==> src/pkg/pfp_pkg.sv <==
package pfp_pkg;

   ////////////////////////////////////////////////////////////////////////////
   // Timing, system clock 10 MHz
   localparam int          CLK_HZ          = 10_000_000;
   localparam int          MID_WIDTH_US    = 15;
   localparam int          TOP_WIDTH_US    = 30;
   localparam int          US_PER_S        = 1_000_000;
   // Least widths round up to whole cycles
   localparam int          MID_MIN_CYC     = (MID_WIDTH_US * CLK_HZ + US_PER_S - 1) / US_PER_S;
   localparam int          TOP_MIN_CYC     = (TOP_WIDTH_US * CLK_HZ + US_PER_S - 1) / US_PER_S;
   localparam int          CNT_W           = 9;
   localparam logic [8:0]  CNT_MID_MIN     = 9'(MID_MIN_CYC);
   localparam logic [8:0]  CNT_TOP_MIN     = 9'(TOP_MIN_CYC);
   localparam logic [8:0]  CNT_SAT         = 9'h1ff;

   ////////////////////////////////////////////////////////////////////////////
   // Keys and codes
   localparam int          KEY_W           = 3;
   localparam logic [2:0]  KEY_ZERO_FIELD  = 3'h1;
   localparam logic [2:0]  KEY_GAIN        = 3'h2;
   localparam logic [2:0]  KEY_MISC        = 3'h3;
   localparam logic [2:0]  KEY_SAT         = 3'h7;
   localparam int          CODE_W          = 6;
   localparam logic [5:0]  ZERO_FIELD_MAX  = 6'h3f;
   localparam logic [5:0]  GAIN_MAX        = 6'h3f;
   localparam logic [5:0]  MISC_MAX        = 6'h10;
   localparam int          MISC_DRIFT_MSB  = 2;
   localparam int          MISC_INVERT_BIT = 3;

   ////////////////////////////////////////////////////////////////////////////
   // Fuse array layout
   localparam int          FUSE_W          = 17;
   localparam int          FUSE_ZF_LSB     = 0;
   localparam int          FUSE_GAIN_LSB   = 6;
   localparam int          FUSE_MISC_LSB   = 12;
   localparam int          FUSE_MISC_W     = 5;
   localparam int          FUSE_SEAL_BIT   = 16;

   ////////////////////////////////////////////////////////////////////////////
   // Wishbone register map
   localparam int          ADR_W           = 8;
   localparam logic [7:0]  ADR_STATUS      = 8'h00;
   localparam logic [7:0]  ADR_TRIM        = 8'h04;
   localparam logic [7:0]  ADR_CTRL        = 8'h08;
   localparam logic [7:0]  ADR_FUSE        = 8'h0c;
   localparam logic [31:0] CTRL_RESET      = 32'h0000_0001;
   localparam int          CTRL_ENABLE_BIT = 0;
   localparam int          ST_STATE_LSB    = 0;
   localparam int          ST_KEY_LSB      = 4;
   localparam int          ST_CODE_LSB     = 8;
   localparam int          ST_SEAL_BIT     = 16;
   localparam int          TR_ZF_LSB       = 0;
   localparam int          TR_GAIN_LSB     = 8;
   localparam int          TR_DRIFT_LSB    = 16;
   localparam int          TR_INVERT_BIT   = 24;

   ////////////////////////////////////////////////////////////////////////////
   // Types
   typedef enum logic [2:0] {
      ST_INIT,
      ST_SELECT,
      ST_ADDRESS,
      ST_BURN,
      ST_DONE
   } pfp_state_type;

   typedef struct packed {
      logic [5:0] zero_field;
      logic [5:0] gain;
      logic [2:0] drift;
      logic       invert;
   } pfp_trim_type;

   typedef struct packed {
      logic mid_done;
      logic top_done;
      logic top_qual;
      logic top_level;
   } pfp_pulse_type;

endpackage

==> src/hw/pfp_pulse_classifier.sv <==
`timescale 1ns/10ps
module pfp_pulse_classifier
(
   input  wire logic                   clk_sys_i,
   input  wire logic                   nrst_i,
   input  wire logic                   mid_cmp_i,
   input  wire logic                   top_cmp_i,
   output pfp_pkg::pfp_pulse_type      pulse_o
);
   import pfp_pkg::*;

   logic [1:0]             sync1_ff;
   logic [1:0]             sync2_ff;
   logic [CNT_W-1:0]       act_cnt_ff;
   logic [CNT_W-1:0]       top_cnt_ff;
   pfp_pulse_type          pulse_ff;
   logic                   lvl_act;
   logic                   lvl_top;
   logic                   falling;

   ////////////////////////////////////////////////////////////////////////////
   // Comparator levels are asynchronous to the clock
   always_ff @(posedge clk_sys_i or negedge nrst_i)
   begin
      if (!nrst_i)
      begin
         sync1_ff <= 2'h0;
         sync2_ff <= 2'h0;
      end
      else
      begin
         sync1_ff <= {top_cmp_i, mid_cmp_i};
         sync2_ff <= sync1_ff;
      end
   end

   // Top comparator implies the middle one is above too
   assign lvl_act = sync2_ff[0] | sync2_ff[1];          // RULE1
   assign lvl_top = sync2_ff[1];                        // RULE1
   assign falling = !lvl_act && (act_cnt_ff != 9'h000);

   ////////////////////////////////////////////////////////////////////////////
   // Width counters, saturating so a stuck pin cannot wrap
   always_ff @(posedge clk_sys_i or negedge nrst_i)
   begin
      if (!nrst_i)
      begin
         act_cnt_ff <= 9'h000;
         top_cnt_ff <= 9'h000;
      end
      else if (!lvl_act)
      begin
         act_cnt_ff <= 9'h000;
         top_cnt_ff <= 9'h000;
      end
      else
      begin
         if (act_cnt_ff != CNT_SAT)
            act_cnt_ff <= 9'(act_cnt_ff + 9'h001);
         if (lvl_top && (top_cnt_ff != CNT_SAT))
            top_cnt_ff <= 9'(top_cnt_ff + 9'h001);
      end
   end

   ////////////////////////////////////////////////////////////////////////////
   // Events: short pulses are glitches and are dropped
   always_ff @(posedge clk_sys_i or negedge nrst_i)
   begin
      if (!nrst_i)
         pulse_ff <= '0;
      else
      begin
         pulse_ff.mid_done  <= falling && (act_cnt_ff >= CNT_MID_MIN) && (top_cnt_ff == 9'h000);  // RULE3
         pulse_ff.top_done  <= falling && (top_cnt_ff >= CNT_TOP_MIN);                             // RULE2
         pulse_ff.top_qual  <= lvl_top && (top_cnt_ff == 9'(CNT_TOP_MIN - 9'h001));                // RULE11
         pulse_ff.top_level <= lvl_top;
      end
   end

   assign pulse_o = pulse_ff;

   a_mid_min_width : assert property (@(posedge clk_sys_i) disable iff (!nrst_i)      // RULE3
      pulse_ff.mid_done |-> $past(act_cnt_ff) >= CNT_MID_MIN)
      else $error("mid pulse accepted below least width");

endmodule // pfp_pulse_classifier

==> src/hw/pfp_fuse_prog.sv <==
`timescale 1ns/10ps
// Function
// RULE1 - Pin levels are classed low, middle or top from two comparators.
// RULE2 - Programmer holds top pulses at least 30 us, rests 30 us after.
// RULE3 - Programmer holds middle pulses at least 15 us, rests 5 us after.
// RULE4 - Select: top pulse, key count of middle pulses, top pulse, no power loss.
// RULE5 - Key 1 zero-field trim, key 2 gain, key 3 drift, invert and seal.
// RULE6 - Keys and codes count in binary, bit 0 worth one.
// RULE7 - Closing top pulse of selection enters bit field addressing.
// RULE8 - Each middle pulse falling edge adds one to the code, saturating.
// RULE9 - The addressed code drives the trim outputs at once.
// RULE10 - Power cycle returns every unblown location to zero.
// RULE11 - Top pulse of 30 us while addressing burns the addressed fuse.
// RULE12 - Programmer burns one bit per pass, power cycling in between.
// RULE13 - Field value is independent of burn order.
// RULE14 - Burnt bits stay; later bits add as a union until sealed.
// RULE15 - A burnt seal fuse refuses all further programming.
// RULE16 - Programmer waits the low delay after a burn before power off.
// RULE17 - Programmer order: invert, drift, gain, zero-field, seal last.
// RULE18 - After power-up middle pulses are ignored until a top pulse.
// RULE19 - Gain and zero-field 0..63; drift 0..7, invert code 8, seal 16.
// RULE20 - Programmer cycles power after every burn before more programming.
// RULE21 - An unknown key selects nothing until the next power cycle.
// RULE22 - Top pulse while addressing burns, then idles until power cycle.
module pfp_fuse_prog
(
   input  wire logic                       clk_sys_i,
   input  wire logic                       nrst_i,
   input  wire logic                       mid_cmp_i,
   input  wire logic                       top_cmp_i,
   input  wire logic [pfp_pkg::FUSE_W-1:0] fuse_sense_i,
   input  wire logic                       wb_cyc_i,
   input  wire logic                       wb_stb_i,
   input  wire logic                       wb_we_i,
   input  wire logic [pfp_pkg::ADR_W-1:0]  wb_adr_i,
   input  wire logic [3:0]                 wb_sel_i,
   input  wire logic [31:0]                wb_dat_i,
   output logic      [31:0]                wb_dat_o,
   output logic                            wb_ack_o,
   output pfp_pkg::pfp_trim_type           trim_o,
   output logic                            burn_en_o,
   output logic      [pfp_pkg::FUSE_W-1:0] burn_mask_o
);
   import pfp_pkg::*;

   pfp_pulse_type          pulse;
   pfp_state_type          state_ff;
   logic [KEY_W-1:0]       key_ff;
   logic [CODE_W-1:0]      code_ff;
   logic [FUSE_W-1:0]      fuse_s1_ff;
   logic [FUSE_W-1:0]      fuse_ff;
   pfp_trim_type           trim_ff;
   pfp_trim_type           nxt_trim;
   logic                   burn_en_ff;
   logic [FUSE_W-1:0]      burn_mask_ff;
   logic [31:0]            ctrl_ff;
   logic [31:0]            rdat_ff;
   logic                   ack_ff;
   logic                   enable;
   logic                   sealed;
   logic                   ev_mid;
   logic                   ev_top;
   logic                   ev_qual;
   logic                   try_on;
   logic                   bus_req;
   logic [31:0]            rd_value;

   ////////////////////////////////////////////////////////////////////////////
   // Decoding shared by the state machine, counter and burn logic

   // Highest code of each field
   function automatic logic [CODE_W-1:0] max_code(input logic [KEY_W-1:0] key);
      unique case (key)
         KEY_ZERO_FIELD : max_code = ZERO_FIELD_MAX;   // RULE19
         KEY_GAIN       : max_code = GAIN_MAX;         // RULE19
         KEY_MISC       : max_code = MISC_MAX;         // RULE19
         default        : max_code = 6'h00;
      endcase
   endfunction

   // Only three keys name a register
   function automatic logic key_valid(input logic [KEY_W-1:0] key);
      key_valid = (key == KEY_ZERO_FIELD) || (key == KEY_GAIN) || (key == KEY_MISC);  // RULE5
   endfunction

   // Place a code on the fuse positions of its field
   function automatic logic [FUSE_W-1:0] fuse_field(input logic [KEY_W-1:0]  key,
                                                   input logic [CODE_W-1:0] code);
      logic [FUSE_W-1:0] v;
      v = '0;
      unique case (key)
         KEY_ZERO_FIELD : v[FUSE_ZF_LSB +: CODE_W]        = code;                  // RULE5
         KEY_GAIN       : v[FUSE_GAIN_LSB +: CODE_W]      = code;                  // RULE5
         KEY_MISC       : v[FUSE_MISC_LSB +: FUSE_MISC_W] = code[FUSE_MISC_W-1:0]; // RULE5
         default        : v = '0;
      endcase
      fuse_field = v;
   endfunction

   ////////////////////////////////////////////////////////////////////////////
   // Pulse decoding on the analog output pin
   pfp_pulse_classifier u_classifier
   (
      .clk_sys_i (clk_sys_i),
      .nrst_i    (nrst_i),
      .mid_cmp_i (mid_cmp_i),
      .top_cmp_i (top_cmp_i),
      .pulse_o   (pulse)
   );

   // Software may mute the pin decoder, e.g. during analog test
   assign enable  = ctrl_ff[CTRL_ENABLE_BIT];
   assign ev_mid  = enable && pulse.mid_done;
   assign ev_top  = enable && pulse.top_done;
   assign ev_qual = enable && pulse.top_qual;

   ////////////////////////////////////////////////////////////////////////////
   // Fuse sense lines settle asynchronously after a burn
   always_ff @(posedge clk_sys_i or negedge nrst_i)
   begin
      if (!nrst_i)
      begin
         fuse_s1_ff <= '0;
         fuse_ff    <= '0;
      end
      else
      begin
         fuse_s1_ff <= fuse_sense_i;
         fuse_ff    <= fuse_s1_ff;
      end
   end

   assign sealed = fuse_ff[FUSE_SEAL_BIT];

   ////////////////////////////////////////////////////////////////////////////
   // Programming sequence; reset is the power cycle
   always_ff @(posedge clk_sys_i or negedge nrst_i)
   begin
      if (!nrst_i)
         state_ff <= ST_INIT;                                        // RULE10
      else
      begin
         unique case (state_ff)
            // Middle pulses do nothing here
            ST_INIT :
               if (ev_top && !sealed)                                // RULE18 RULE15
                  state_ff <= ST_SELECT;
            ST_SELECT :
               if (ev_top)
               begin
                  if (key_valid(key_ff) && !sealed)
                     state_ff <= ST_ADDRESS;                         // RULE7
                  else
                     state_ff <= ST_DONE;                            // RULE21
               end
            ST_ADDRESS :
               if (ev_qual && !sealed)
                  state_ff <= ST_BURN;                               // RULE11
            // Burn lasts as long as the pin stays at top level
            ST_BURN :
               if (!pulse.top_level)
                  state_ff <= ST_DONE;                               // RULE22
            ST_DONE :
               state_ff <= ST_DONE;                                  // RULE22
         endcase
      end
   end

   ////////////////////////////////////////////////////////////////////////////
   // Key counter, binary with bit 0 worth one pulse
   always_ff @(posedge clk_sys_i or negedge nrst_i)
   begin
      if (!nrst_i)
         key_ff <= 3'h0;
      else if ((state_ff == ST_SELECT) && ev_mid && (key_ff != KEY_SAT))
         key_ff <= 3'(key_ff + 3'h1);                                // RULE4 RULE6
   end

   ////////////////////////////////////////////////////////////////////////////
   // Code counter; no way down except a power cycle
   always_ff @(posedge clk_sys_i or negedge nrst_i)
   begin
      if (!nrst_i)
         code_ff <= 6'h00;                                           // RULE10
      else if ((state_ff == ST_ADDRESS) && ev_mid && (code_ff < max_code(key_ff)))
         code_ff <= 6'(code_ff + 6'h01);                             // RULE8 RULE6
   end

   ////////////////////////////////////////////////////////////////////////////
   // Trim outputs: burnt bits ORed with the tried code
   assign try_on = ((state_ff == ST_ADDRESS) || (state_ff == ST_BURN) || (state_ff == ST_DONE))
                   && key_valid(key_ff);

   always_comb
   begin
      logic [FUSE_W-1:0] eff;
      eff = '0;
      if (try_on)
         eff = fuse_field(key_ff, code_ff);                          // RULE9
      // OR makes the result independent of burn order
      eff = eff | fuse_ff;                                           // RULE13 RULE14
      nxt_trim.zero_field = eff[FUSE_ZF_LSB +: CODE_W];
      nxt_trim.gain       = eff[FUSE_GAIN_LSB +: CODE_W];
      nxt_trim.drift      = eff[FUSE_MISC_LSB +: (MISC_DRIFT_MSB + 1)];
      nxt_trim.invert     = eff[FUSE_MISC_LSB + MISC_INVERT_BIT];
   end

   always_ff @(posedge clk_sys_i or negedge nrst_i)
   begin
      if (!nrst_i)
         trim_ff <= '0;
      else
         trim_ff <= nxt_trim;                                        // RULE9
   end

   ////////////////////////////////////////////////////////////////////////////
   // Burn drive toward the fuse array, held while the pin is high
   always_ff @(posedge clk_sys_i or negedge nrst_i)
   begin
      if (!nrst_i)
      begin
         burn_en_ff   <= 1'b0;
         burn_mask_ff <= '0;
      end
      else if ((state_ff == ST_ADDRESS) && ev_qual && !sealed)       // RULE15
      begin
         burn_en_ff   <= 1'b1;                                       // RULE11
         burn_mask_ff <= fuse_field(key_ff, code_ff);                // RULE11
      end
      else if ((state_ff == ST_BURN) && pulse.top_level)
      begin
         burn_en_ff   <= 1'b1;
         burn_mask_ff <= burn_mask_ff;
      end
      else
      begin
         burn_en_ff   <= 1'b0;
         burn_mask_ff <= '0;
      end
   end

   ////////////////////////////////////////////////////////////////////////////
   // Wishbone classic slave, one wait state, every address acked
   assign bus_req = wb_cyc_i && wb_stb_i && !ack_ff;

   always_comb
   begin
      rd_value = 32'h0000_0000;
      unique case (wb_adr_i)
         ADR_STATUS :
         begin
            rd_value[ST_STATE_LSB +: 3]      = state_ff;
            rd_value[ST_KEY_LSB +: KEY_W]    = key_ff;
            rd_value[ST_CODE_LSB +: CODE_W]  = code_ff;
            rd_value[ST_SEAL_BIT]            = sealed;
         end
         ADR_TRIM :
         begin
            rd_value[TR_ZF_LSB +: CODE_W]    = trim_ff.zero_field;
            rd_value[TR_GAIN_LSB +: CODE_W]  = trim_ff.gain;
            rd_value[TR_DRIFT_LSB +: 3]      = trim_ff.drift;
            rd_value[TR_INVERT_BIT]          = trim_ff.invert;
         end
         ADR_CTRL : rd_value = ctrl_ff;
         ADR_FUSE : rd_value[FUSE_W-1:0]     = fuse_ff;
         default  : rd_value = 32'h0000_0000;
      endcase
   end

   // Ack pulse and read data
   always_ff @(posedge clk_sys_i or negedge nrst_i)
   begin
      if (!nrst_i)
      begin
         ack_ff  <= 1'b0;
         rdat_ff <= 32'h0000_0000;
      end
      else
      begin
         ack_ff  <= bus_req;
         rdat_ff <= bus_req ? rd_value : 32'h0000_0000;
      end
   end

   // Control register; only the enable bit is kept
   always_ff @(posedge clk_sys_i or negedge nrst_i)
   begin
      if (!nrst_i)
         ctrl_ff <= CTRL_RESET;
      else if (bus_req && wb_we_i && (wb_adr_i == ADR_CTRL) && wb_sel_i[0])
         ctrl_ff <= {31'h0000_0000, wb_dat_i[CTRL_ENABLE_BIT]};
   end

   assign wb_ack_o    = ack_ff;
   assign wb_dat_o    = rdat_ff;
   assign trim_o      = trim_ff;
   assign burn_en_o   = burn_en_ff;
   assign burn_mask_o = burn_mask_ff;

   ////////////////////////////////////////////////////////////////////////////
   // Checks

   a_init_ignores_mid : assert property (@(posedge clk_sys_i) disable iff (!nrst_i)   // RULE18
      (state_ff == ST_INIT) && !ev_top |=> (state_ff == ST_INIT))
      else $error("left initial state without a top pulse");

   a_select_enters_addr : assert property (@(posedge clk_sys_i) disable iff (!nrst_i) // RULE7
      (state_ff == ST_SELECT) && ev_top && key_valid(key_ff) && !sealed |=> (state_ff == ST_ADDRESS))
      else $error("valid key did not enter addressing");

   a_bad_key_dead : assert property (@(posedge clk_sys_i) disable iff (!nrst_i)       // RULE21
      (state_ff == ST_SELECT) && ev_top && !key_valid(key_ff) |=> (state_ff == ST_DONE) [*4])
      else $error("unknown key did not leave logic idle");

   a_code_increments : assert property (@(posedge clk_sys_i) disable iff (!nrst_i)    // RULE8
      (state_ff == ST_ADDRESS) && ev_mid && (code_ff < max_code(key_ff))
      |=> code_ff == 6'($past(code_ff) + 6'h01))
      else $error("code did not step by one");

   a_code_saturates : assert property (@(posedge clk_sys_i) disable iff (!nrst_i)     // RULE8
      (state_ff == ST_ADDRESS) |-> (code_ff <= max_code(key_ff)))
      else $error("code passed field maximum");

   a_try_drives_gain : assert property (@(posedge clk_sys_i) disable iff (!nrst_i)    // RULE9
      (state_ff == ST_ADDRESS) && (key_ff == KEY_GAIN)
      |=> trim_o.gain == ($past(code_ff) | $past(fuse_ff[FUSE_GAIN_LSB +: CODE_W])))
      else $error("tried gain code not on trim output");

   a_burn_on_top : assert property (@(posedge clk_sys_i) disable iff (!nrst_i)        // RULE11
      (state_ff == ST_ADDRESS) && ev_qual && !sealed
      |=> burn_en_o && (burn_mask_o == fuse_field($past(key_ff), $past(code_ff))) && (state_ff == ST_BURN))
      else $error("blow pulse did not burn addressed bits");

   a_burn_only_burning : assert property (@(posedge clk_sys_i) disable iff (!nrst_i)  // RULE22
      burn_en_o |-> (state_ff == ST_BURN) || ($past(state_ff) == ST_BURN))
      else $error("burn drive outside burn state");

   a_fuse_bits_kept : assert property (@(posedge clk_sys_i) disable iff (!nrst_i)     // RULE14
      1'b1 |=> (trim_o.zero_field & $past(fuse_ff[FUSE_ZF_LSB +: CODE_W]))
               == $past(fuse_ff[FUSE_ZF_LSB +: CODE_W]))
      else $error("burnt zero-field bit lost");

   a_seal_refuses : assert property (@(posedge clk_sys_i) disable iff (!nrst_i)       // RULE15
      sealed && (state_ff == ST_INIT) |=> (state_ff == ST_INIT) && !burn_en_o)
      else $error("programming accepted after seal");

   a_ack_single : assert property (@(posedge clk_sys_i) disable iff (!nrst_i)
      wb_ack_o |=> !wb_ack_o)
      else $error("ack held longer than one cycle");

endmodule // pfp_fuse_prog

==> config.mk <==
export PLATFORM = sky130hd
export DESIGN_NAME = pfp_fuse_prog
export DESIGN_NICKNAME = d
export VERILOG_FILES = /design/src/pkg/pfp_pkg.sv /design/src/hw/pfp_pulse_classifier.sv /design/src/hw/pfp_fuse_prog.sv
export SDC_FILE = /design/constraint.sdc
export NUM_CORES = 1
export LEC_CHECK = 0
export ABC_AREA = 1
export BUFFER_PORTS_ARGS = -buffer_cell sky130_fd_sc_hd__buf_2
export CAP_MARGIN = 15
export CORE_MARGIN = 2
export CORE_UTILIZATION = 59
export CTS_BUF_LIST = sky130_fd_sc_hd__clkbuf_2 sky130_fd_sc_hd__clkbuf_4 sky130_fd_sc_hd__clkbuf_8
export CTS_CLUSTER_DIAMETER = 40
export DETAILED_ROUTE_END_ITERATION = 10
export PLACE_DENSITY = 0.9
export SLEW_MARGIN = 20
export SYNTH_ARGS = -nofsm -noshare
export SYNTH_HDL_FRONTEND = slang
export SYNTH_SLANG_ARGS = --single-unit
==> constraint.sdc <==
create_clock -name clk_sys_i -period 3.7 [get_ports clk_sys_i]
set_clock_uncertainty 0.2 [all_clocks]
set_input_delay 0 -clock clk_sys_i [delete_from_list [all_inputs] [get_ports clk_sys_i]]
set_output_delay 0 -clock clk_sys_i [all_outputs]
set_load 0.02 [all_outputs]
# == After elaboration in Yosys (flattened, before gate mapping) ==
# Cells that the tools add are included.
# totals
reg_bits,133
input_bits,68
output_inout_bits,67
wordCells,121
# classes
add_sub_neg,4
n_lt_le_gt_ge,3
eq_ne,21
mux,30
bitwise_logic,2
reduce_logical,39
# ops
op,n
2-to-1 mux 9 bit,4
2-to-1 mux 17 bit,2
logical AND 1 bit,25
2-to-1 mux 25 bit,1
adder 9 x 1 -> 9 bit (second input constant),2
!= test 9 bit (second input constant),2
case mux 6 bit (3 select lines),1
== test 8 x 4 -> 1 bit (second input constant),2
2-to-1 mux 16 bit,1
bitwise OR 16 bit,1
2-to-1 mux 3 bit,5
case mux 3 bit (5 select lines),1
!= test 2 bit (second input constant),7
== test 3 x 2 -> 1 bit (second input constant),4
2-to-1 mux 6 bit,2
case mux 3 bit (4 select lines),1
case mux 6 bit (2 select lines),1
== test 9 bit (second input constant),1
>= comparator 9 x 8 -> 1 bit (second input constant),1
>= comparator 9 bit (second input constant),1
logical NOT 9 bit,1
nonzero test 9 bit,1
== test 8 x 3 -> 1 bit (second input constant),1
logical NOT 8 bit,1
other kinds (17),30

# == Logic depth before layout (Yosys ltp) ==
# Gate-level depths: netlist of the first run.
# logic_depth
ltp_word,7
ltp_mapped,13
depth_no_buf,13

# == Modules after synthesis ==
# From an unflattened synthesis of the first run, not the netlist that was laid out.
# unflattened
hier_cells,572
hier_area_um2,5524.0
# modules_own_cells
mod,instances,cells_per_inst,area_each_um2,seq_area_each_um2
pfp_fuse_prog,1,418,4209.0,2553.7
pfp_pulse_classifier,1,154,1315.0,650.6

# == Worst setup path before layout of the first run ==
# No wires, ideal clock.
# synth_timing
path_type,flip-flop to flip-flop
startpoint,reg key_ff[0]
endpoint,reg code_ff[1]
setup_time_ns,0.117
t_arrival_ns,1.842
t_required_ns,3.383
path_slack_ns,1.541
stages_incl_launch_ff,13
path_buffers,0
synth_period_minus_slack_ns,2.159
cell_sequence,dfrtp_1 inv_1 ha_1 o21ai_4 nand2_1 inv_1 ha_1 nand2_1 nor2_4 a21oi_4 nand2_4 nand2_1 nand2_1
# synth_between
elab_chain_cells,5
elab_cells_between_ends,7
classes_between,1 x order compare; 3 x eq/ne; 1 x mux; 2 x reduce/logical
# synth_lines
element,line_no,text
from (decl),pfp_fuse_prog.sv:48,logic [KEY_W-1:0] key_ff;
from (signal assigned),pfp_fuse_prog.sv:176,key_ff <= 3'(key_ff + 3'h1);
== test 3 x 1 -> 1 bit / == test 3 x 2 -> 1 bit (equally long branches),pfp_fuse_prog.sv:73,unique case (key)
OR reduction 2 bit (no source line),--,
case mux 6 bit (2 select lines) *,pfp_fuse_prog.sv:73,
less-than comparator 6 bit *,pfp_fuse_prog.sv:185,else if ((state_ff == ST_ADDRESS) && ev_mid && (code_ff < max_code(key_ff)))
logical AND 1 bit *,pfp_fuse_prog.sv:185,
to (signal assigned),pfp_fuse_prog.sv:186,code_ff <= 6'(code_ff + 6'h01);
to (decl),pfp_fuse_prog.sv:49,logic [CODE_W-1:0] code_ff;
# Every way passes the cells marked *; elsewhere a longest branch is shown, timed or not.
# A chain may end at the register's enable or synchronous reset.

# == Worst setup path after layout of the first run ==
# layout_timing
startpoint,in wb_stb_i
endpoint,reg ctrl_ff[0]
# layout_between
elab_chain_cells,5
# layout_lines
element,line_no,text
from (decl),pfp_fuse_prog.sv:33,"input wire logic wb_stb_i,"
logical AND 1 bit (2 in a row),pfp_fuse_prog.sv:244,assign bus_req = wb_cyc_i && wb_stb_i && !ack_ff;
net bus_req,pfp_fuse_prog.sv:65,logic bus_req;
logical AND 1 bit (3 in a row),pfp_fuse_prog.sv:290,else if (bus_req && wb_we_i && (wb_adr_i == ADR_CTRL) && wb_sel_i[0])
to (signal assigned),pfp_fuse_prog.sv:291,"ctrl_ff <= {31'h0000_0000, wb_dat_i[CTRL_ENABLE_BIT]};"
to (decl),pfp_fuse_prog.sv:56,logic [31:0] ctrl_ff;
# The timed path passes the listed nets, and every way through them passes these cells.

==> impl.org, run 1 <==
** Synthesis
- Netlist area before placement :: 5419 µm²
- Cell types occupying the most area after synthesis :: sky130_fd_sc_hd__dfrtp_1 (59%), sky130_fd_sc_hd__nand2_1 (8.3%), sky130_fd_sc_hd__o21ai_0 (3.9%), sky130_fd_sc_hd__inv_1 (3.8%), sky130_fd_sc_hd__ha_1 (3.7%)
- Among all flip-flop cells after synthesis, the most frequent one is sky130_fd_sc_hd__dfrtp_1.
- Average footprint of a synthesized cell :: 9.799 µm²
- Complex-gate fraction of the synthesized area :: 10.46%
- Flip-flop and latch count after synthesis :: 128
- Area share of fa/ha/maj cells after synthesis :: 3.694%
- Yosys printed 0 warnings.
- Of the post-synthesis cell area, the dominant cell type holds 58.65%.
- Cell accounting for the most synthesized area :: sky130_fd_sc_hd__dfrtp_1
- Yosys mapped the design onto 43 distinct sky130hd cell types.
- Share of the synthesized netlist area taken by xor and xnor gates :: 0.8081%
- Largest family of logic cells by synthesized area :: simple AND/OR/NAND/NOR gates
- Fraction of registers with async set or reset after synthesis :: 100.0%
- Number of enable-type register cells in the synthesized netlist :: 0
- Post-synthesis sequential area ratio :: 59.13%
- Post-synthesis share of cell area spent on and, or, nand and nor gates :: 18.38%
- Measured against the total synthesized area, the mux share comes to 0%.
- In the synthesized netlist, the number of instances is 553.

** Route
- Drt wl/cell :: 17.00 µm
- The detailed router finished its first iteration with 362 violations.
- Number of vias per cell after detailed routing :: 5.667
- In this run the remaining antenna-violating nets after routing total 0.
- Via count of the routed design :: 4,664
- Before antenna repair, the detailed router went through 6 iterations.
- In the routed design, unresolved DRC markers number 0.
- For this block, the routed nets add up to 13,990 µm of wire.

** Placed design
- At the placement stage, the worst setup path has a slack of 1.268 ns.
- Placed wire-length estimate :: 8511 µm
- Routability-driven placement finished with a final weighted congestion of 0.8862.
- Number of port buffers :: 88
- Once placement finished, the instance area stood at 5899 µm².

** Worst hold path
- The worst hold path belongs to the class in2reg.
- Along the worst hold path, the cell count comes to 2.

** Clock network
- CTS root buf :: sky130_fd_sc_hd__clkbuf_8
- TritonCTS built the clock tree.
- CTS HTree Levels :: 4
- Worst-skew pair later-pin latency :: 0.45 ns
- Clock slew at the register clock pins of the worst setup and hold paths :: 0.07 ns
- In this run, CTS created clock tree buffers numbering 17.
- Buffers from clock root to sink, at most :: 2
- Number of sinks handled by clock tree synthesis :: 128

** Global route
- The first global-routing pass estimated 22,220 µm of wire.
- Across every metal layer, demand over resource in global routing totals 29.23%.
- Remaining global-route overflow :: 0
- Antenna violations before repair :: 0
- The via count of the first global-routing pass came to 4,653.
- Entering global routing, the biggest net connects 80 pins.

** Worst setup path
- Startpoint type of the worst setup path :: input pin
- Crit-path max FO :: 7
- Type of the worst setup path :: in2reg
- The number of cells on the worst reg-to-reg path is 7.
- Crit end category :: flip-flop
- Data on the critical path arrives at its endpoint at 3.32 ns.
- At the worst endpoint, the required time is 3.87 ns.

** Layout
- Relative to the synthesized area, the layout overhead comes to 25.49%.
- The final layout contains 786 nets.
- The library cells used most frequently in the layout, excluding fill and tap cells, are sky130_fd_sc_hd__dfrtp_1 (127), sky130_fd_sc_hd__nand2_1 (120), sky130_fd_sc_hd__buf_2 (87).
- With fillers left out, the area of the finished cells amounts to 6800 µm².
- Cells fill 77.22% of the core in the end.
- Cells with a size suffix above 1 make up 21.54% of the layout.
- The layout has 508 filler cells.
- Most common library cell in the layout ignoring fill and taps :: sky130_fd_sc_hd__dfrtp_1
- The number of antenna diodes in the final layout is 0.

** Power and ir drop
- Portion of total power attributed to the clock network :: 39.3%
- Summing internal, switching and leakage power gives 0.002878 W.
- IR drop worst, VDD :: 311.9 µV
- In this run, the combinational gates consume 8.4% of the power.
- The internal portion of the total power is 0.002052 W.
- Sequential cells account for 52.2% of the total power.
- Total power per unit cell area :: 423.3 nW/µm²
- In this run the power spent charging and discharging nets is 0.0008263 W.
- Switching power share of the total :: 28.71%
- Leakage power :: 3.385 nW

** Die
- Area of the core region :: 8806 µm²
- Chip height :: 99.84 µm
- Number of standard-cell rows in the floorplan :: 34
- Effective utilization at floorplan :: 61.54%
- In this run the horizontal extent of the chip is 99.84 µm.
- Number of ports placed on the die boundary :: 135
- Area of the die :: 9967 µm²

** Run
- Across the run, the number of max-cap violations was 0.

** Timing
- Tcrit/Tclk final :: 84.90%
- The number of hold violations in the final report is 0.
- Headroom to the max-slew limit came out at 34.70%.
- Total count of max-transition violations in the final report :: 0
- For the pin with the worst max-slew slack, the measured transition is 0.9741 ns.
- The routed design could run at a clock period as short as 3.141 ns.
- Based on the critical path, the design can be clocked at up to 318.4 MHz.
- Setup violators final :: 0
- Setup total negative slack on the finished layout was measured at 0 ns.
- Setup repair after global routing left no endpoint under its margin.
- Final worst-path setup slack :: 0.5589 ns

** Outcome
- Result of the run :: completed
per-layer routing:
metal	track usage (%)	share of wire, %
met1	35.68	37
met2	49.06	51
met3	6.476	8.7
met4	15.38	2.9
met5	0	0
synthesized netlist by cell type, types with 8 or more instances:
cell and instances:
sky130_fd_sc_hd__buf_4 15, sky130_fd_sc_hd__o21ai_0 42, sky130_fd_sc_hd__inv_2 8, sky130_fd_sc_hd__dfrtp_1 127
sky130_fd_sc_hd__nand3_1 39, sky130_fd_sc_hd__a31oi_1 9, sky130_fd_sc_hd__nor2_1 24, sky130_fd_sc_hd__nor3_1 11
sky130_fd_sc_hd__ha_1 16, sky130_fd_sc_hd__o21bai_1 11, sky130_fd_sc_hd__nand2_1 120, sky130_fd_sc_hd__a21oi_1 15
sky130_fd_sc_hd__inv_1 55
critical path, stage by stage:
cell	delay, ns
sky130_fd_sc_hd__dlygate4sd3_1	0.52
sky130_fd_sc_hd__buf_2	0.10
sky130_fd_sc_hd__nand2_1	0.04
sky130_fd_sc_hd__dlygate4sd3_1	0.59
sky130_fd_sc_hd__nor2_2	0.27
sky130_fd_sc_hd__inv_1	0.26
sky130_fd_sc_hd__nor2_1	0.20
sky130_fd_sc_hd__nand4_1	0.11
sky130_fd_sc_hd__dlygate4sd3_1	0.60
sky130_fd_sc_hd__nand2_1	0.08
sky130_fd_sc_hd__dlygate4sd3_1	0.55
worst paths after layout:
path / from / slack, ns / endpoint
min: fuse_sense_i[0] / 0.02 / fuse_s1_ff[0]$_DFF_PN0_
min in group asynchronous: nrst_i / 0.34 / trim_o[2]$_DFF_PN0_
min reg2reg: fuse_s1_ff[4]$_DFF_PN0_ / 0.15 / fuse_ff[4]$_DFF_PN0_
max in group asynchronous: nrst_i / 2.02 / burn_mask_o[0]$_DFFE_PN0P_
max: wb_stb_i / 0.56 / ctrl_ff[0]$_DFFE_PN1P_
max reg2reg: wb_ack_o$_DFF_PN0_ / 0.94 / ctrl_ff[0]$_DFFE_PN1P_
registers in the layout, indices dropped and copies added (netlist names), 4 cells and up:
name	count
fuse_s1_ff	17
u_classifier.top_cnt_ff	9
trim_o	16
u_classifier.pulse_o	4
u_classifier.act_cnt_ff	9
wb_dat_o	20
burn_mask_o	17
fuse_ff	17
code_ff	6
metrics by stage:
| stage | hold slack, ns | cells |
|---|---|---|
| 2_1_floorplan | -0.4956 | 564 |
| 3_3_place_gp | -0.09225 | 740 |
| 3_5_place_dp | -0.09068 | 740 |
| 4_1_cts | 0.0003683 | 821 |
| 5_1_grt | 0.004476 | 823 |
| 6_report | 0.01629 | 823 |
timing repair:
action | 4_1_cts | 5_1_grt
setup buffers | 0 | 0
hold buffers | 49 | 1
hold endpoints to repair | 118 | 24
gates resized for setup | 0 | 0
cell type report:
cell class / count / area (µm²) / share of cell area [%]
sequential: 128 / 3204 / 47.12
tap: 108 / 135.1 / 1.987
clock buffer: 17 / 234.0 / 3.441
clock inverter: 15 / 138.9 / 2.042
timing repair buffer: 141 / 985.9 / 14.50
multi-input combinational: 348 / 1852 / 27.23
inverter: 66 / 250.2 / 3.680
power by group through the flow:
stage	registers [W]	logic (W)	clock network, W
2_1_floorplan	0.00153	0.000111	0
3_3_place_gp	0.00152	0.000186	0
3_5_place_dp	0.00153	0.000197	0
4_1_cts	0.00150	0.000236	0.00113
5_1_grt	0.00151	0.000272	0.00121
6_report	0.00150	0.000243	0.00113
kinds of logic after synthesis:
logic type	Yosys count
AO/OA/AOI/OAI	94
XOR/XNOR	5
adder cells (fa/ha/maj)	16
buffers and inverters	88
flip-flops	128
other	1
AND/OR/NAND/NOR	221
Note: power is estimated with default switching activity, not from simulation.
==> run 2: changes to the inputs <==
Settings changed: ABC_AREA 1 to 0, CORE_UTILIZATION 59 to 49, PLACE_DENSITY 0.9 to 0.81.
Clock period 3.7 ns to 2.6 ns, I/O delays scaled along.
==> run 2 against run 1 <==
The run now ends with setup timing left. Highest routed layer unchanged. Worst hold slack better by 0.13 ns. Global-route usage is 5.4 points lower. Flip-flop and latch count stayed put. Critical path type is now reg2reg. Wire length is 6.3% lower. Via count is 14% lower. Final area is 1.6% higher. Register-to-register slack worse by 1.2 ns. First-iteration DRC count is 32% lower.
==> impl.org, run 2 <==
** Timing
- The number of hold violations in the final report was 0.
- Final worst-path setup slack :: -0.2242 ns
- Counting I/O delays and the setup requirement, the final critical path takes 2.824 ns.
- The max-slew violation total from the final report is 0.
- Tcrit/Tclk final :: 108.6%
- Setup violators final :: 6
- In this run the tightest slew margin relative to its limit is 43.04%.
- Achievable Freq :: 354.1 MHz
- Unrepaired setup endpoints after global routing :: true
- Transition at the pin with the smallest max-transition slack :: 0.8516 ns

** Worst setup path
- By startpoint and endpoint, the worst setup path is classified as reg2reg.
- In this run the worst path has a maximum fanout of 4.
- Counting cells, the worst reg-to-reg path comes to 10.
- STA classifies the critical path startpoint as a flip-flop.
- STA puts the critical path data required time at 2.73 ns.
- STA puts the critical path data arrival time at 2.95 ns.
- Crit end category :: flip-flop

** Synthesis
- Counting every instance in the synthesized netlist gives 422.
- Most used flip-flop cell after synthesis :: sky130_fd_sc_hd__dfrtp_1
- Fraction of registers with async set or reset after synthesis :: 100.0%
- In this run, synthesis produced a sequential element count of 128.
- Post-synthesis sequential area ratio :: 61.98%
- Of all cell types, the one taking the most synthesized area is sky130_fd_sc_hd__dfrtp_1.
- Ys Warns :: 0
- Most frequent cells after synthesis :: sky130_fd_sc_hd__dfrtp_1 (127), sky130_fd_sc_hd__nor2_1 (48), sky130_fd_sc_hd__a22o_1 (23)
- In the post-synthesis netlist, the cell with the most instances is sky130_fd_sc_hd__dfrtp_1.
- In this run, synthesis inferred 0 flip-flops with an integrated enable.
- Average footprint of a synthesized cell :: 12.25 µm²
- Post-synthesis cell type count :: 52
- The share of synthesized area in the top cell type comes to 61.47%.
- Cell types occupying the most area after synthesis :: sky130_fd_sc_hd__dfrtp_1 (61%), sky130_fd_sc_hd__a22o_1 (3.9%), sky130_fd_sc_hd__ha_1 (3.9%), sky130_fd_sc_hd__nor2_1 (3.5%), sky130_fd_sc_hd__mux2i_1 (2.9%)
- The synthesized netlist occupies a cell area of 5170 µm².

** Global route
- Pin count of the biggest net entering global routing :: 57
- Global-route wire length before repair :: 20,240 µm
- The number of antenna violations at the first check in global routing is 0.
- The via count of the first global-routing pass is 4,048.
- After global routing the overflow that remains totals 0.
- GRT Total Usage :: 23.81%

** Run
- Max-cap violations in this run came to 0.

** Layout
- In the final design database the tool counted 673 nets.
- The library cells used most frequently in the layout, excluding fill and tap cells, are sky130_fd_sc_hd__dfrtp_1 (126), sky130_fd_sc_hd__buf_2 (87), sky130_fd_sc_hd__dlygate4sd3_1 (53).
- For this run, the share of the core covered by cells in the final layout is 67.21%.
- Fillers :: 711
- The library cell used most frequently in the layout, excluding fill and tap cells, is sky130_fd_sc_hd__dfrtp_1.
- The register with the most flip-flops in the layout has 20 of them.
- Storage element area :: 3206 µm²
- Area growth from synthesis to layout :: 33.62%
- Total inserted antenna cells :: 0
- Footprint of the multi-input gates :: 1902 µm²
- Proportion of layout cells with a drive suffix above 1 :: 28.90%

** Clock network
- TritonCTS built the clock tree.
- Counting the buffers created by CTS gives 17.
- CTS HTree Levels :: 4
- In this run the deepest clock path goes through 2 buffers.
- The tree built by TritonCTS fans out to 128 sinks.
- For the worst-skew pair, the clock arrives at the later sink with an insertion delay of 0.44 ns.
- Clock slew at the register clock pins of the worst setup and hold paths :: 0.09 ns
- CTS root buf :: sky130_fd_sc_hd__clkbuf_8

** Power and ir drop
- For this design the static power due to leakage is 3.470 nW.
- Power spread over the standard cell area amounts to 599.9 nW/µm².
- IR analysis of the VDD net gives a maximum drop of 488.3 µV.

** Die
- Number of ports placed on the die boundary :: 135
- The die covers 11,390 µm².
- Chip height :: 106.7 µm
- Number of standard-cell rows in the floorplan :: 37
- Effective utilization at floorplan :: 50.30%
- From left edge to right edge, the die measures 106.7 µm.
- Area of the core region :: 10,280 µm²

** Worst hold path
- The min-delay analysis places its worst path in the category in2reg.
- Hold path cells :: 4

** Placed design
- Placed wire-length estimate :: 7775 µm
- Final weighted congestion in routability-driven placement :: 0.8556
- Number of port buffers :: 88
- Before CTS, the worst setup slack after placement is -0.1214 ns.

** Route
- Using the TritonRoute via totals, the vias-per-cell ratio works out to 5.412.
- Via count of the routed design :: 3,994
- Initial DRC Count :: 245
- Number of detailed-route iterations in the first pass :: 5
- After detailed routing, the total wire length is 13,120 µm.
- DRC Markers :: 0
- ANT nets after route :: 0
- Drt wl/cell :: 17.77 µm

** Outcome
- Violations in the final reports :: setup timing
- Result of the run :: finished, violations left
## run 2: what timing repair did
action	4_1_cts	5_1_grt
pin swaps	3	7
endpoints found under the hold margin	169	0
endpoints found under the setup margin	6	6
setup buffers	3	5
gates resized for setup	9	14
gates cloned	0	0
hold buffers	53	0
## run 2: cell type report
class / instances / share of cell area [%]
flip-flops and latches: 128 / 46.40
clock inverters: 15 / 1.992
clock buffers: 17 / 3.387
inverters: 10 / 0.5796
repair buffers: 169 / 17.64
multi-input cells: 263 / 27.53
well taps: 136 / 2.463
## run 2: power breakdown
group / leakage [nW] / internal (W) / total [W] / switching [W]
Combinational: 1.64 / 0.000175 / 0.000360 / 0.000185
Clock: 0.188 / 0.000709 / 0.00164 / 0.000929
Sequential: 1.65 / 0.00207 / 0.00215 / 0.0000808
## run 2: worst paths after layout
check	endpoint	slack, ns	from
max in group asynchronous	key_ff[0]$_DFFE_PN0P_	0.48	nrst_i
hold / removal	wb_ack_o$_DFF_PN0_	0.15	wb_cyc_i
setup / recovery	code_ff[1]$_DFFE_PN0P_	-0.22	key_ff[0]$_DFFE_PN0P_
setup reg to reg	code_ff[1]$_DFFE_PN0P_	-0.22	key_ff[0]$_DFFE_PN0P_
min in group asynchronous	u_classifier.sync1_ff[0]$_DFF_PN0_	0.45	nrst_i
hold reg to reg	u_classifier.sync2_ff[1]$_DFF_PN0_	0.15	u_classifier.sync1_ff[1]$_DFF_PN0_
## run 2: critical path, stage by stage, from the launching register on
cell	delay, ns
sky130_fd_sc_hd__dfrtp_2	0.46
sky130_fd_sc_hd__buf_6	0.13
sky130_fd_sc_hd__ha_4	0.16
sky130_fd_sc_hd__ha_4	0.16
sky130_fd_sc_hd__nor2_4	0.11
sky130_fd_sc_hd__ha_4	0.22
sky130_fd_sc_hd__a21o_1	0.17
sky130_fd_sc_hd__maj3_2	0.34
sky130_fd_sc_hd__a311oi_4	0.29
sky130_fd_sc_hd__buf_4	0.18
sky130_fd_sc_hd__mux2_4	0.29
## run 2: metal layers
metal  wire, µm  global-route usage, %
met4        348                  10.39
met2       6757                  40.40
met3        837                  6.687
met1       5173                  28.42
met5          0                      0
## run 2: through the flow
stage / TNS (ns) / std cells / area [µm²] / total power (W) / hold WS [ns]
after floorplan: -0.06978 / 433 / 5225 / 0.002359 / -0.4956
after global placement: -0.01381 / 645 / 5828 / 0.002464 / -0.2936
after detailed placement: -0.5374 / 645 / 5828 / 0.002482 / -0.2871
after CTS: -0.3753 / 733 / 6799 / 0.004136 / 0.1274
after global routing: -1.382 / 738 / 6908 / 0.004301 / 0.1306
final: -0.9219 / 738 / 6908 / 0.004144 / 0.1490
## run 2: kinds of logic (layout without fill, tap and decap cells)
| family | after synthesis | after routing | share of synthesized area (%) |
|---|---|---|---|
| multiplexers | 21 | 21 | 4.429 |
| flip-flops | 128 | 128 | 61.98 |
| XOR/XNOR | 17 | 17 | 2.880 |
| buffers and inverters | 42 | 211 | 4.066 |
| adder cells (fa/ha/maj) | 17 | 17 | 4.090 |
| AND/OR/NAND/NOR | 117 | 117 | 11.04 |
| other | 1 | 12 | 0.07253 |
| AO/OA/AOI/OAI | 79 | 79 | 11.45 |
